`src/verilog/kpi_pkg.sv`:
```
`default_nettype none
package kpi_pkg;
  // special function register addresses on the core's sfr bus
  localparam logic [7:0] KPI_ADDR_LEVEL_SELECT = 8'h9c;
  localparam logic [7:0] KPI_ADDR_LINE_ENABLE  = 8'h9d;
  localparam logic [7:0] KPI_ADDR_LINE_FLAGS   = 8'h9e;
  localparam int         KPI_LINES             = 8;
  localparam logic [7:0] KPI_RESET_VALUE       = 8'h00;
endpackage
`default_nettype wire
```
`src/verilog/kpi_keypad_level_interrupt.sv`:
```
`default_nettype none
// Behaviour
// - Each of eight flag bits is set by hardware whenever its port line shows the level selected for it.
// - A set flag requests the keypad interrupt only while its line enable bit is one.
// - With its enable bit zero a line stays an ordinary pin and its flag requests nothing.
// - With its enable bit one the line's flag may raise the keypad interrupt request.
// - Level-select zero makes a low level the flag-setting condition.
// - Level-select one makes a high level the flag-setting condition.
// - After reset the flag, enable and level-select registers all read zero.
// - The eight lines share one request, gated by one global keypad enable bit.
// - Without the global enable the request is masked whatever the line enables are.
// - A detected enabled level raises a wake-up output usable in idle and power-down.
module kpi_keypad_level_interrupt
(
  // clock and reset
  input  wire logic       i_ref_clk,
  input  wire logic       i_srst,
  // sfr bus from the core
  input  wire logic [7:0] i_sfr_addr,
  input  wire logic       i_sfr_wr,
  input  wire logic       i_sfr_rd,
  input  wire logic [7:0] i_sfr_wdata,
  output logic      [7:0] o_sfr_rdata,
  // global gate from the second interrupt enable register
  input  wire logic       i_keypad_global_irq_enable,
  // keypad port lines
  input  wire logic [7:0] i_keypad_lines,
  // requests to the core
  output logic            o_keypad_irq,
  output logic            o_keypad_wake
);

  typedef struct packed
  {
    logic [7:0] sync1;
    logic [7:0] sync2;
    logic [7:0] keypad_level_select;
    logic [7:0] keypad_line_enable;
    logic [7:0] keypad_line_flags;
    logic [7:0] rdata;
    logic       irq;
    logic       wake;
    logic [1:0] primed;
  } kpi_state_type;

  kpi_state_type state;
  kpi_state_type next_state;
  logic [7:0]    hit;
  logic [7:0]    next_flags;

  // ============================================================
  // per-line level detection
  genvar g;
  generate
    for (g = 0; g < kpi_pkg::KPI_LINES; g++)
    begin : g_line
      // select zero matches low, select one matches high; the sync flops clear to zero
      // on reset, which would read as a held low line, so primed holds detection off
      // until a real pin sample has reached sync2
      assign hit[g] = state.primed[1] & ~(state.sync2[g] ^ state.keypad_level_select[g]);
    end
  endgenerate

  // ============================================================
  // next state
  always_comb
  begin
    next_state       = state;
    next_state.sync1 = i_keypad_lines;
    next_state.sync2 = state.sync1;
    // ones shift in after reset; bit 1 marks sync2 as holding a real sample
    next_state.primed = {state.primed[0], 1'b1};
    next_flags       = state.keypad_line_flags;
    if (i_sfr_wr && i_sfr_addr == kpi_pkg::KPI_ADDR_LEVEL_SELECT)
    begin
      next_state.keypad_level_select = i_sfr_wdata;
    end
    if (i_sfr_wr && i_sfr_addr == kpi_pkg::KPI_ADDR_LINE_ENABLE)
    begin
      next_state.keypad_line_enable = i_sfr_wdata;
    end
    // software write loads i_sfr_wdata; hardware set applied after so it wins
    if (i_sfr_wr && i_sfr_addr == kpi_pkg::KPI_ADDR_LINE_FLAGS)
    begin
      next_flags = i_sfr_wdata;
    end
    next_flags                   = next_flags | hit;
    next_state.keypad_line_flags = next_flags;
    // request follows registered flags; lines with enable zero drop out
    next_state.irq  = i_keypad_global_irq_enable
                      && |(state.keypad_line_flags & state.keypad_line_enable);
    // wake does not depend on the global gate, so power-down can exit
    next_state.wake = |(state.keypad_line_flags & state.keypad_line_enable);
    case (i_sfr_addr)
      kpi_pkg::KPI_ADDR_LEVEL_SELECT: next_state.rdata = state.keypad_level_select;
      kpi_pkg::KPI_ADDR_LINE_ENABLE:  next_state.rdata = state.keypad_line_enable;
      kpi_pkg::KPI_ADDR_LINE_FLAGS:   next_state.rdata = state.keypad_line_flags;
      default:                        next_state.rdata = 8'h00;
    endcase
    if (!i_sfr_rd)
    begin
      next_state.rdata = 8'h00;
    end
    if (i_srst)
    begin
      // clears the sync flops and primed as well
      next_state                     = '0;
      next_state.keypad_level_select = kpi_pkg::KPI_RESET_VALUE;
      next_state.keypad_line_enable  = kpi_pkg::KPI_RESET_VALUE;
      next_state.keypad_line_flags   = kpi_pkg::KPI_RESET_VALUE;
    end
  end

  always_ff @(posedge i_ref_clk)
  begin
    state <= next_state;
  end

  assign o_sfr_rdata   = state.rdata;
  assign o_keypad_irq  = state.irq;
  assign o_keypad_wake = state.wake;

  // ============================================================
  // register checks
  AST_WR_LEVEL_SELECT: assert property (@(posedge i_ref_clk) disable iff (i_srst)
    i_sfr_wr && i_sfr_addr == kpi_pkg::KPI_ADDR_LEVEL_SELECT |=> state.keypad_level_select == $past(i_sfr_wdata))
    else $error("level select write lost");

  AST_WR_LINE_ENABLE: assert property (@(posedge i_ref_clk) disable iff (i_srst)
    i_sfr_wr && i_sfr_addr == kpi_pkg::KPI_ADDR_LINE_ENABLE |=> state.keypad_line_enable == $past(i_sfr_wdata))
    else $error("line enable write lost");

  AST_RD_FLAGS: assert property (@(posedge i_ref_clk) disable iff (i_srst)
    i_sfr_rd && i_sfr_addr == kpi_pkg::KPI_ADDR_LINE_FLAGS |=> o_sfr_rdata == $past(state.keypad_line_flags))
    else $error("flag read returned wrong data");

  AST_RD_ENABLE: assert property (@(posedge i_ref_clk) disable iff (i_srst)
    i_sfr_rd && i_sfr_addr == kpi_pkg::KPI_ADDR_LINE_ENABLE |=> o_sfr_rdata == $past(state.keypad_line_enable))
    else $error("enable read returned wrong data");

  AST_RD_SELECT: assert property (@(posedge i_ref_clk) disable iff (i_srst)
    i_sfr_rd && i_sfr_addr == kpi_pkg::KPI_ADDR_LEVEL_SELECT |=> o_sfr_rdata == $past(state.keypad_level_select))
    else $error("level select read returned wrong data");

  AST_RESET_ZERO: assert property (@(posedge i_ref_clk)
    i_srst |=> state.keypad_line_flags == 8'h00 && state.keypad_line_enable == 8'h00
    && state.keypad_level_select == 8'h00)
    else $error("registers not zero after reset");

  AST_RESET_OUTPUTS: assert property (@(posedge i_ref_clk)
    i_srst |=> !o_keypad_irq && !o_keypad_wake && o_sfr_rdata == 8'h00)
    else $error("outputs not quiet after reset");

  // ============================================================
  // detection checks
  AST_FLAG_SET: assert property (@(posedge i_ref_clk) disable iff (i_srst)
    !$past(i_srst) && hit[0] |=> state.keypad_line_flags[0])
    else $error("flag 0 not set after matching level");

  AST_FLAG_STICKY: assert property (@(posedge i_ref_clk) disable iff (i_srst)
    !(i_sfr_wr && i_sfr_addr == kpi_pkg::KPI_ADDR_LINE_FLAGS)
    |=> (state.keypad_line_flags & $past(state.keypad_line_flags)) == $past(state.keypad_line_flags))
    else $error("flag cleared without software write");

  AST_FLAG_REARM: assert property (@(posedge i_ref_clk) disable iff (i_srst)
    i_sfr_wr && i_sfr_addr == kpi_pkg::KPI_ADDR_LINE_FLAGS
    |=> state.keypad_line_flags == ($past(i_sfr_wdata) | $past(hit)))
    else $error("matching level did not win over a flag clear");

  AST_LOW_LEVEL: assert property (@(posedge i_ref_clk) disable iff (i_srst)
    state.primed[1]
    |=> (~$past(state.keypad_level_select) & ~$past(state.sync2) & ~state.keypad_line_flags) == 8'h00)
    else $error("low level not detected");

  AST_HIGH_LEVEL: assert property (@(posedge i_ref_clk) disable iff (i_srst)
    state.primed[1]
    |=> ($past(state.keypad_level_select) & $past(state.sync2) & ~state.keypad_line_flags) == 8'h00)
    else $error("high level not detected");

  AST_SYNC_DELAY: assert property (@(posedge i_ref_clk) disable iff (i_srst)
    !i_keypad_lines[0] ##2 (state.primed[1] && !state.keypad_level_select[0]) |=> state.keypad_line_flags[0])
    else $error("held low line not flagged after sync");

  AST_RESET_SETTLE: assert property (@(posedge i_ref_clk)
    i_srst ##1 (!i_srst && !i_sfr_wr) |=> state.keypad_line_flags == 8'h00)
    else $error("flag set before line samples were valid");

  // ============================================================
  // request checks
  AST_IRQ_CAUSE: assert property (@(posedge i_ref_clk) disable iff (i_srst)
    o_keypad_irq |-> $past(i_keypad_global_irq_enable)
    && ($past(state.keypad_line_flags) & $past(state.keypad_line_enable)) != 8'h00)
    else $error("irq without enabled flag");

  AST_IRQ_RAISE: assert property (@(posedge i_ref_clk) disable iff (i_srst)
    i_keypad_global_irq_enable && (state.keypad_line_flags & state.keypad_line_enable) != 8'h00
    |=> o_keypad_irq)
    else $error("enabled flag did not raise irq");

  AST_GLOBAL_MASK: assert property (@(posedge i_ref_clk) disable iff (i_srst)
    !i_keypad_global_irq_enable |=> !o_keypad_irq)
    else $error("irq while global enable low");

  AST_DISABLED_LINE: assert property (@(posedge i_ref_clk) disable iff (i_srst)
    state.keypad_line_enable == 8'h00 |=> !o_keypad_irq && !o_keypad_wake)
    else $error("disabled lines raised a request");

  AST_NO_CAUSE_QUIET: assert property (@(posedge i_ref_clk) disable iff (i_srst)
    (state.keypad_line_flags & state.keypad_line_enable) == 8'h00 |=> !o_keypad_irq && !o_keypad_wake)
    else $error("request without an enabled flag");

  AST_WAKE_RAISE: assert property (@(posedge i_ref_clk) disable iff (i_srst)
    (state.keypad_line_flags & state.keypad_line_enable) != 8'h00 |=> o_keypad_wake)
    else $error("enabled flag did not raise wake");

  AST_WAKE_CAUSE: assert property (@(posedge i_ref_clk) disable iff (i_srst)
    o_keypad_wake
    |-> ($past(state.keypad_line_flags) & $past(state.keypad_line_enable)) != 8'h00)
    else $error("wake without enabled flag");

endmodule // kpi_keypad_level_interrupt
`default_nettype wire

```
`config.mk`:
```
export PLATFORM = sky130hd
export DESIGN_NAME = kpi_keypad_level_interrupt
export DESIGN_NICKNAME = d
export VERILOG_FILES = /design/src/verilog/kpi_pkg.sv /design/src/verilog/kpi_keypad_level_interrupt.sv
export SDC_FILE = /design/constraint.sdc
export NUM_CORES = 1
export LEC_CHECK = 0
export BUFFER_PORTS_ARGS = -buffer_cell sky130_fd_sc_hd__clkbuf_2
export CORE_ASPECT_RATIO = 2
export CORE_UTILIZATION = 59
export DETAILED_ROUTE_END_ITERATION = 10
export GPL_ROUTABILITY_DRIVEN = 0
export GPL_TIMING_DRIVEN = 0
export PLACE_DENSITY = 0.9
export SLEW_MARGIN = 20
export SYNTH_ARGS = -nofsm -noshare
export SYNTH_HDL_FRONTEND = slang
export SYNTH_SLANG_ARGS = --single-unit
```
`constraint.sdc`:
```
create_clock -name i_ref_clk -period 1.9 [get_ports i_ref_clk]
set_input_delay 0.095 -clock i_ref_clk [delete_from_list [all_inputs] [get_ports i_ref_clk]]
set_output_delay 0.095 -clock i_ref_clk [all_outputs]
set_load 0.01 [all_outputs]
```
# == Word-level counts from Yosys, hierarchy flattened ==
# Index checks and enable logic that the tools add are counted.
# totals
input_bits,29
elab_cells,49
out_inout_bits,10
reg_bits,52
# op_classes
reduce_logical,6
bitwise,27
eq_ne,3
mux,3
# op_table
operator,n
8-bit == test (second input constant),3
8-bit case mux with 3 select lines,1
1-bit NOT,9
1-bit AND,8
8-bit AND,1
8-bit two-way mux,1
8-bit bitwise OR,1
8-bit OR reduction,1
1-bit XOR,8
1-bit logical AND,4
2-bit OR reduction,1
1-bit two-way mux,1

# == Logic depth before layout (Yosys ltp) ==
# Gate-level depths: netlist of the first run.
# depth
ltp_word,4
ltp_mapped,5
depth_no_buf,3

# == Least setup slack after synthesis of the first run ==
# No wires, ideal clock.
# synth_timing
path_type,input port to flip-flop
startpoint,input i_sfr_addr[6]
endpoint,register state[17] (netlist bit)
required_time_ps,1767
path_stages,5
path_slack_ps,918
path_buffers,2
setup_time_ps,133
arrival_ps,850
path_cell_list,nand4bb_1 buf_4 buf_6 o31ai_1 a31oi_1
# synth_via
elab_chain_len,4
# synth_lines
element,line,source
start: declaration,kpi_keypad_level_interrupt.sv:19,"input wire logic [7:0] i_sfr_addr,"
8-bit == test,kpi_keypad_level_interrupt.sv:83,if (i_sfr_wr && i_sfr_addr == kpi_pkg::KPI_ADDR_LINE_FLAGS)
1-bit logical AND,kpi_keypad_level_interrupt.sv:83,
8-bit two-way mux,kpi_keypad_level_interrupt.sv:83,
8-bit bitwise OR,kpi_keypad_level_interrupt.sv:87,next_flags = next_flags | hit;
end signal: assignment,kpi_keypad_level_interrupt.sv:116,state <= next_state;
end: declaration,kpi_keypad_level_interrupt.sv:46,kpi_state_type state;
# No other way between the ends.
# A chain may end at the register's enable or synchronous reset.

# == Final worst setup path of the first run ==
# layout_timing
startpoint,register state[18] (netlist bit)
endpoint,"register state, in the netlist o_keypad_irq"
# layout_via
elab_chain_len,3
# layout_lines
element,line,source
8-bit AND,kpi_keypad_level_interrupt.sv:91,&& |(state.keypad_line_flags & state.keypad_line_enable);
8-bit OR reduction,kpi_keypad_level_interrupt.sv:91,
1-bit logical AND,kpi_keypad_level_interrupt.sv:91,
# No other way between the ends.

==> results.toml, run 1 <==
[cells_and_area]
areaGrowthSynthToFinish_pct = 15.9
nets = 308
nFillCells = 283
n_antenna_cell = 0
drive_gt1_frac = 0.243

[global_routing]
grt_pass1_vias = 1844
overflow = 0
track_usage = 0.286
antenna_found_initial = 0
grt_pass1_wl_um = 8480
grt_max_degree = 15

[route]
wl_per_cell_um = 15.8
vias = 1939
ant_nets = 0
drtIter0Drc = 57
routed_wl_um = 5190
post_drt_via_cell_ratio = 5.89
drt_pass1_iterations = 4
drcViolationCount = 0

[yosys]
synth_top_area_frac = 0.465
synth_edf_count = 0
synth_common_cells = "dfxtp_1 (52), nand4_1 (24), o31ai_1 (24), nor2b_1 (19), a21oi_1 (16)"
yosysTopAreaCell = "dfxtp_1"
syn-num-nets = 262
synth_warnings = 0
synth_most_common_cell = "dfxtp_1"
synthFlopType = "dfxtp_1"
netlist_top_cells_area = "dfxtp_1 (46%), o31ai_1 (8.0%), nand4_1 (6.7%)"
synth-seq-cells = 52
async_flop_share = 0
yosysSeqAreaShare = 0.465
syn-cell-area_um2 = 2240
syn-mean-instance-area_um2 = 9.61
ys_types = 29
netlist_instances = 233

[sta]
finalSetupTns_ns = 0
skew_ns = 0.00875
final_max_slew_viol_count = 0
period_share = 0.538
tightest_slew_ns = 0.523
fin_crit_ns = 1.02
rsz0062_at_grt = "no"
max-slew-margin-rel = 0.652
hold_viol = 1
max_freq_ghz = 0.979
setup_viol_count_final = 0
whs_ns = -0.0000806

[pwr]
p_int_mw = 1.50
seq_power_share = 0.581
clockPowerShare = 0.321
total_leakage_power_nw = 0.985
irDropWorstVdd_uv = 627
p_per_area_nw_per_um2 = 753
finalPower_mw = 1.95
p_sw_frac = 0.233
p_comb_frac = 0.098
switching_power_uw = 455

[clock_network]
root_buffer = "clkbuf_8"
cts_made_buffers = 5
h-tree-depth = 2
cts_tree = "done"
clock-sinks = 52
clockBufferDepth = 2
postCtsSetupBuffers = 0
worstSkewPairLatency_ns = 0.31
clk_pin_slew_ns = 0.09

[worst_setup_path]
cpMaxStageDelayCell = "dfxtp_1"
crit_path_cell_trace = "a22oi_1 -> a41oi_1 -> and2_1"
setup.worst_path.class = "flip-flop to flip-flop"
crit_arrival_ns = 1.23
r2r-end = "o_keypad_irq"
critPathRequiredTime_ns = 2.11
critPathLaunchType = "flip-flop"
critPathMaxStageDelay_ns = 0.34
r2r_cells = 3
r2r-start = "state[18]"
critPathMaxFanout = 3
crit_path_end_kind = "flip-flop"
ff2ff_setup_slack_ns = 0.88

[run]
cap_viol_max_count = 0

[hold_path]
hp-start = "i_keypad_lines[4]"
min-delay-path-class = "primary input to flip-flop"
holdPathStages = 2
hold_end = "state[48]"

[status]
violations = "hold timing"
status = "complete, but fails checks"

[placement]
dp_hpwl_um = 3920
port_buffers = 37

[die]
die_area_um2 = 4060
rows = 31
design.core.area_um2 = 3610
fp.dieH_um = 89.1
ioPinCount = 39
die_x_um = 45.6
start_util = 0.621
-- flip-flops by register name, summed over array words and instances (netlist names) --
register and flops:
o_keypad_wake 1, o_sfr_rdata 8, o_keypad_irq 1, state 42
-- power by group through the flow --
stage	clock [mW]	combinational [mW]	sequential [mW]
finish	0.628	0.191	1.14
global route	0.678	0.206	1.14
CTS	0.633	0.188	1.13
detailed placement	0	0.184	1.16
global placement	0	0.179	1.16
floorplan	0	0.118	1.16
-- worst max-delay path, delay by kind of cell (launching register included) --
family | cells | cell delay [ns]
compound gates | 2 | 0.40
simple gates | 1 | 0.18
flops | 1 | 0.34
-- area by class of cell --
type	count	area, um^2	area share
Inverter	1	3.75	0.00145
Timing Repair Buffer	39	205	0.0790
Sequential cell	52	1040	0.401
Clock buffer	8	90.1	0.0347
Buffer	33	204	0.0786
Multi-Input combinational cell	147	991	0.382
Tap cell	49	61.3	0.0236
-- worst max path at each step --
stage	slack, ns	from	cells past startpoint	endpoint
floorplan	0.92	i_sfr_addr[6]	5	state[17]
global placement	0.65	i_sfr_addr[3]	5	state[18]
detailed placement	0.64	i_sfr_addr[3]	5	state[18]
CTS	0.87	state[18]	3	o_keypad_irq
global route	0.79	i_sfr_addr[3]	5	state[18]
finish	0.88	state[18]	3	o_keypad_irq
-- cells in the final DEF (no fill, tap or decap) --
master	count
buf_6	3
inv_1	1
clkbuf_2	37
nand2b_1	2
nor2_2	1
and3_1	1
clkbuf_1	10
a21oi_1	16
dlygate4sd3_1	2
clkbuf_8	6
xnor2_1	8
mux2i_1	8
and4bb_1	1
o31ai_1	24
buf_2	7
or2_1	1
nand4b_1	1
a211o_4	1
nand3_1	1
nand2_1	8
a41oi_1	1
and2_1	1
buf_1	2
nor2b_1	19
buf_4	13
a31oi_1	8
nand4bb_1	1
a2bb2oi_1	8
nand4_1	24
nor2_1	8
a22oi_1	4
dfxtp_1	52
-- per-layer routing --
metal  vias to the layer above  track usage  wire length [um]
met1                       921        0.288              1880
li1                        935            -                 -
met2                        76        0.525              3030
met4                         0        0.157                44
met3                         7       0.0465               236
met5                         -            0                 0
-- stage by stage --
stage / cells / utilization / setup slack, ns / instance area [um^2]
6_report: 329 / 0.720 / 0.878 / 2600
5_1_grt: 329 / 0.720 / 0.787 / 2600
4_1_cts: 329 / 0.720 / 0.868 / 2600
3_5_place_dp: 319 / 0.689 / 0.639 / 2490
3_3_place_gp: 319 / 0.689 / 0.645 / 2490
2_1_floorplan: 233 / - / 0.918 / 2240
-- logic make-up (layout without fill, tap and decap cells) --
logic type                after synthesis  in the layout  share of synthesized area
buffers and inverters                  34             81                     0.0927
muxes                                   8              8                     0.0358
DFF                                    52             52                      0.465
AOI/OAI and AO/OA                      62             62                      0.195
xor gates and xnor gates                8              8                     0.0313
and+or+nand+nor                        69             69                      0.180
-- what timing repair did --
item                      in CTS  in global routing
resized for setup              0                  0
hold endpoints to repair       2                  0
hold buffers                   2                  0
No activity file was read; power rests on OpenSTA's default activity.
==> run 2, diff against run 1 <==
--- a/config.mk
+++ b/config.mk
@@ -7,11 +7,11 @@
 export LEC_CHECK = 0
 export BUFFER_PORTS_ARGS = -buffer_cell sky130_fd_sc_hd__clkbuf_2
 export CORE_ASPECT_RATIO = 2
-export CORE_UTILIZATION = 59
+export CORE_UTILIZATION = 49
 export DETAILED_ROUTE_END_ITERATION = 10
 export GPL_ROUTABILITY_DRIVEN = 0
 export GPL_TIMING_DRIVEN = 0
-export PLACE_DENSITY = 0.9
+export PLACE_DENSITY = 0.81
 export SLEW_MARGIN = 20
 export SYNTH_ARGS = -nofsm -noshare
 export SYNTH_HDL_FRONTEND = slang
==> constraint.sdc (replaced) <==
create_clock -name i_ref_clk -period 0.89 [get_ports i_ref_clk]
set_input_delay 0.0445 -clock i_ref_clk [delete_from_list [all_inputs] [get_ports i_ref_clk]]
set_output_delay 0.0445 -clock i_ref_clk [all_outputs]
set_load 0.01 [all_outputs]
==> results.toml, run 2 (synthesis results as in run 1) <==
[global_routing]
met2_usage = 0.474
antenna_found_initial = 0
use_met3 = 0.0438
use_met1 = 0.203
track_usage = 0.239
grt_pass1_vias = 2039
grt_most_used_layer = "met2"
grt_pass1_wl_um = 8830
overflow = 0
grt_max_degree = 15

[route]
drtIter0Drc = 53
vias = 1921
drcViolationCount = 0
wl_per_cell_um = 15.6
routed_wl_um = 5210
drt_pass1_iterations = 4
ant_nets = 0
post_drt_via_cell_ratio = 5.73

[worst_setup_path]
critPathMaxFanout = 2
crit_path_end_kind = "flip-flop"
critPathRequiredTime_ns = 1.10
crit_arrival_ns = 1.17
setup.worst_path.class = "flip-flop to flip-flop"
ff2ff_setup_slack_ns = -0.07
critPathLaunchType = "flip-flop"

[clock_network]
clockBufferDepth = 2
root_buffer = "clkbuf_8"
worstSkewPairLatency_ns = 0.31
cts_tree = "done"
h-tree-depth = 2
cts_made_buffers = 5
clk_pin_slew_ns = 0.09
clock-sinks = 52

[sta]
max_freq_ghz = 1.05
max-slew-margin-rel = 0.661
setup_viol_count_final = 1
period_share = 1.07
fin_ws_ns = -0.0655
final_max_slew_viol_count = 0
whs_ns = 0.000249
skew_ns = 0.00843
hold_viol = 0
rsz0062_at_grt = "yes"
tightest_slew_ns = 0.508
fin_crit_ns = 0.955

[pwr]
irDropWorstVdd_uv = 1200
p_per_area_nw_per_um2 = 1540
total_leakage_power_nw = 1.01
finalPower_mw = 4.24

[status]
status = "complete, but fails checks"
violations = "setup timing"

[die]
start_util = 0.511
design.core.area_um2 = 4380
fp.dieH_um = 97.6
rows = 34
die_x_um = 49.8
ioPinCount = 39
die_area_um2 = 4860

[cells_and_area]
fin_cells = 335
layout_common_cells = "dfxtp_1 (40), clkbuf_2 (30), nand4_1 (24)"
regMostFlops = "state"
drive_gt1_frac = 0.302
final_common_cell = "dfxtp_1"
nets = 309
n_antenna_cell = 0
areaGrowthSynthToFinish_pct = 22.9
largest_reg_flops = 42

[placement]
port_buffers = 37
dp.cells = 324
dp_hpwl_um = 3990

[run]
cap_viol_max_count = 0

[hold_path]
min-delay-path-class = "primary input to flip-flop"
## run 2: cell types whose count changed in the layout (fill, tap and decap cells not counted), sizes merged
cell,delta
clkbuf,-7
dlygate4sd3,+8
## run 2: cell type report
class / count / area (um^2)
fillers: 380 / 1630
clock buffers: 8 / 90.1
well taps: 54 / 67.6
repair buffers: 49 / 344
plain buffers: 24 / 148
flip-flops and latches: 52 / 1060
inverters: 1 / 3.75
multi-input cells: 147 / 1040
## run 2: what timing repair did
item                       in CTS  in global routing
hold endpoints to repair       10                  0
hold buffers                   10                  0
pin swaps                       4                  2
resized for setup              10                 28
setup endpoints to repair      15                 25
setup buffers                   2                  0
## run 2: critical path: stages, from the launching register on
cell,delay (ns)
dfxtp_2,0.34
a22oi_2,0.22
a41oi_2,0.14
and2_1,0.16
## run 2: per-stage QoR
step,cell area [um^2],TNS [ns],util,setup slack [ns]
floorplan,2240,-0.436,-,-0.0409
global placement,2500,-9.02,0.570,-0.362
detailed placement,2500,-10.15,0.570,-0.381
CTS,2730,-0.0628,0.622,-0.0628
global route,2750,-0.184,0.628,-0.0969
finish,2750,-0.0655,0.628,-0.0655
## run 2: power by group
part           switching, mW  leakage (nW)  internal [mW]
sequential            0.0435         0.430           2.39
combinational          0.233         0.534          0.203
clock                  0.733        0.0455          0.635
total                   1.01          1.01           3.23
## run 2: worst paths after layout
check | start | end | cells after the start
setup reg to reg | state[26] | o_keypad_irq | 3
hold / removal | i_sfr_wdata[6] | state[34] | 3
setup / recovery | state[26] | o_keypad_irq | 3
hold reg to reg | state[0] | state[1] | 1
## run 2: per-layer routing
layer,share of wire,vias to the layer above
li1,-,940
met1,0.33,894
met2,0.59,65
met3,0.035,22
met4,0.044,0
met5,0,-
==> run 3, diff against run 2 <==
--- a/config.mk
+++ b/config.mk
@@ -7,11 +7,11 @@
 export LEC_CHECK = 0
 export BUFFER_PORTS_ARGS = -buffer_cell sky130_fd_sc_hd__clkbuf_2
 export CORE_ASPECT_RATIO = 2
-export CORE_UTILIZATION = 49
+export CORE_UTILIZATION = 55
 export DETAILED_ROUTE_END_ITERATION = 10
 export GPL_ROUTABILITY_DRIVEN = 0
 export GPL_TIMING_DRIVEN = 0
-export PLACE_DENSITY = 0.81
+export PLACE_DENSITY = 0.86
 export SLEW_MARGIN = 20
 export SYNTH_ARGS = -nofsm -noshare
 export SYNTH_HDL_FRONTEND = slang
==> constraint.sdc (replaced) <==
create_clock -name i_ref_clk -period 1 [get_ports i_ref_clk]
set_input_delay 0.05 -clock i_ref_clk [delete_from_list [all_inputs] [get_ports i_ref_clk]]
set_output_delay 0.05 -clock i_ref_clk [all_outputs]
set_load 0.01 [all_outputs]
==> results.toml, run 3 (synthesis results as in run 1) <==
[pwr]
p_sw_frac = 0.237
irDropWorstVdd_uv = 1250
p_per_area_nw_per_um2 = 1460
clockPowerShare = 0.360
total_leakage_power_nw = 1.03
switching_power_uw = 946
p_comb_frac = 0.097
p_int_mw = 3.04
finalPower_mw = 3.99
seq_power_share = 0.543

[cells_and_area]
nets = 315
nFillCells = 325
multi_input_area_um2 = 1020
regMostFlops = "state"
final_common_cell = "dfxtp_1"
layout_common_cells = "dfxtp_1 (50), clkbuf_2 (38), nand4_1 (24), o31ai_1 (24), nor2b_1 (19)"
drive_gt1_frac = 0.272
fin_cells = 338
final_core_util = 0.702
n_antenna_cell = 0
areaGrowthSynthToFinish_pct = 21.8
ff_latch_area_um2 = 1040
largest_reg_flops = 42

[route]
drtIter0Drc = 62
ant_nets = 0
vias = 1989
wl_per_cell_um = 15.9
post_drt_via_cell_ratio = 5.88
routed_wl_um = 5380
drcViolationCount = 0
drt_pass1_iterations = 4

[hold_path]
min-delay-path-class = "primary input to flip-flop"
holdPathStages = 3

[global_routing]
track_usage = 0.290
antenna_found_initial = 0
grt_max_degree = 17
grt_pass1_wl_um = 9010
grt_pass1_vias = 2070
overflow = 0

[clock_network]
cts_tree = "done"
worstSkewPairLatency_ns = 0.32
cts_made_buffers = 5
root_buffer = "clkbuf_8"
clockBufferDepth = 2
clk_pin_slew_ns = 0.10
clock-sinks = 52
h-tree-depth = 2

[sta]
tightest_slew_ns = 0.535
fin_crit_ns = 0.962
max-slew-margin-rel = 0.643
setup_viol_count_final = 0
hold_viol = 0
skew_ns = 0.0122
final_max_slew_viol_count = 0
period_share = 0.962
rsz0062_at_grt = "no"
max_freq_ghz = 1.04

[placement]
dp.cells = 321
port_buffers = 37
dp_hpwl_um = 4030

[worst_setup_path]
cpMaxStageDelayCell = "dfxtp_1"
r2r_cells = 3
setup.worst_path.class = "flip-flop to flip-flop"
critPathMaxFanout = 3
crit_buf_inv = 0
critPathLaunchType = "flip-flop"
crit_path_cell_trace = "a22oi_2 -> a41oi_2 -> and2_1"
crit_path_end_kind = "flip-flop"
critPathMaxStageDelay_ns = 0.36
crit_cells = 3
crit_arrival_ns = 1.18
critPathRequiredTime_ns = 1.22
cpLargestDelayFamily = "flip-flops"

[die]
start_util = 0.577
ioPinCount = 39
die_area_um2 = 4350
fp.dieH_um = 92.2
die_x_um = 47.1
rows = 32
design.core.area_um2 = 3880

[run]
cap_viol_max_count = 0

[status]
status = "completed"
==> run 3: changes by cell type in the layout (fill, tap and decap cells not counted), moves of 2 or more <==
cell      change
o31ai_1       +4
dfxtp_1      +10
buf_6         -8
dfxtp_2      -10
clkbuf_2      +8
buf_4         +7
o31ai_2       -4
clkbuf_1      -2
==> run 3: final cells by class <==
cell class / count / share of cell area
repair buffers: 47 / 0.105
clock buffers: 5 / 0.0252
clock inverters: 3 / 0.0156
well taps: 51 / 0.0234
flip-flops and latches: 52 / 0.383
plain buffers: 32 / 0.0739
multi-input cells: 147 / 0.373
inverters: 1 / 0.00138
==> run 3: worst paths after layout <==
path / from / slack (ns) / endpoint
max: state[19] / 0.04 / o_keypad_irq
min: i_sfr_wdata[7] / 0.01 / state[35]
max reg2reg: state[19] / 0.04 / o_keypad_irq
min reg2reg: state[46] / 0.44 / state[38]
==> run 3: timing repair <==
| item | in CTS | in global routing |
|---|---|---|
| endpoints found under the hold margin | 11 | 0 |
| setup buffers | 0 | 0 |
| gates resized for setup | 1 | 8 |
| gates cloned | 0 | 0 |
| pin swaps | 0 | 4 |
| hold buffers | 10 | 0 |
| setup endpoints to repair | 1 | 14 |
==> run 3: tightest hold or removal path: stages <==
cell and delay (ns):
clkbuf_2 0.11, nand4_1 0.07, a21oi_1 0.06
==> run 3: metrics by stage <==
step	setup WS (ns)	area (um^2)	hold slack [ns]	setup TNS [ns]
CTS	0.00521	2710	0.00648	0
floorplan	0.0626	2240	0.172	0
global placement	-0.217	2490	0.256	-3.86
finish	0.0376	2730	0.00960	0
detailed placement	-0.248	2490	0.257	-4.93
global route	0.0100	2730	0.0178	0
==> run 3: routing by layer <==
layer,share of wire,global-route usage
met1,0.33,0.256
met2,0.56,0.521
met3,0.052,0.0512
met4,0.060,0.217
met5,0,0
==> run 3: power groups by stage <==
stage               clock network (mW)  logic, mW  registers (mW)
floorplan                            0      0.224            2.20
global placement                     0      0.342            2.20
detailed placement                   0      0.351            2.21
CTS                               1.43      0.383            2.16
global route                      1.54      0.420            2.17
finish                            1.44      0.385            2.17
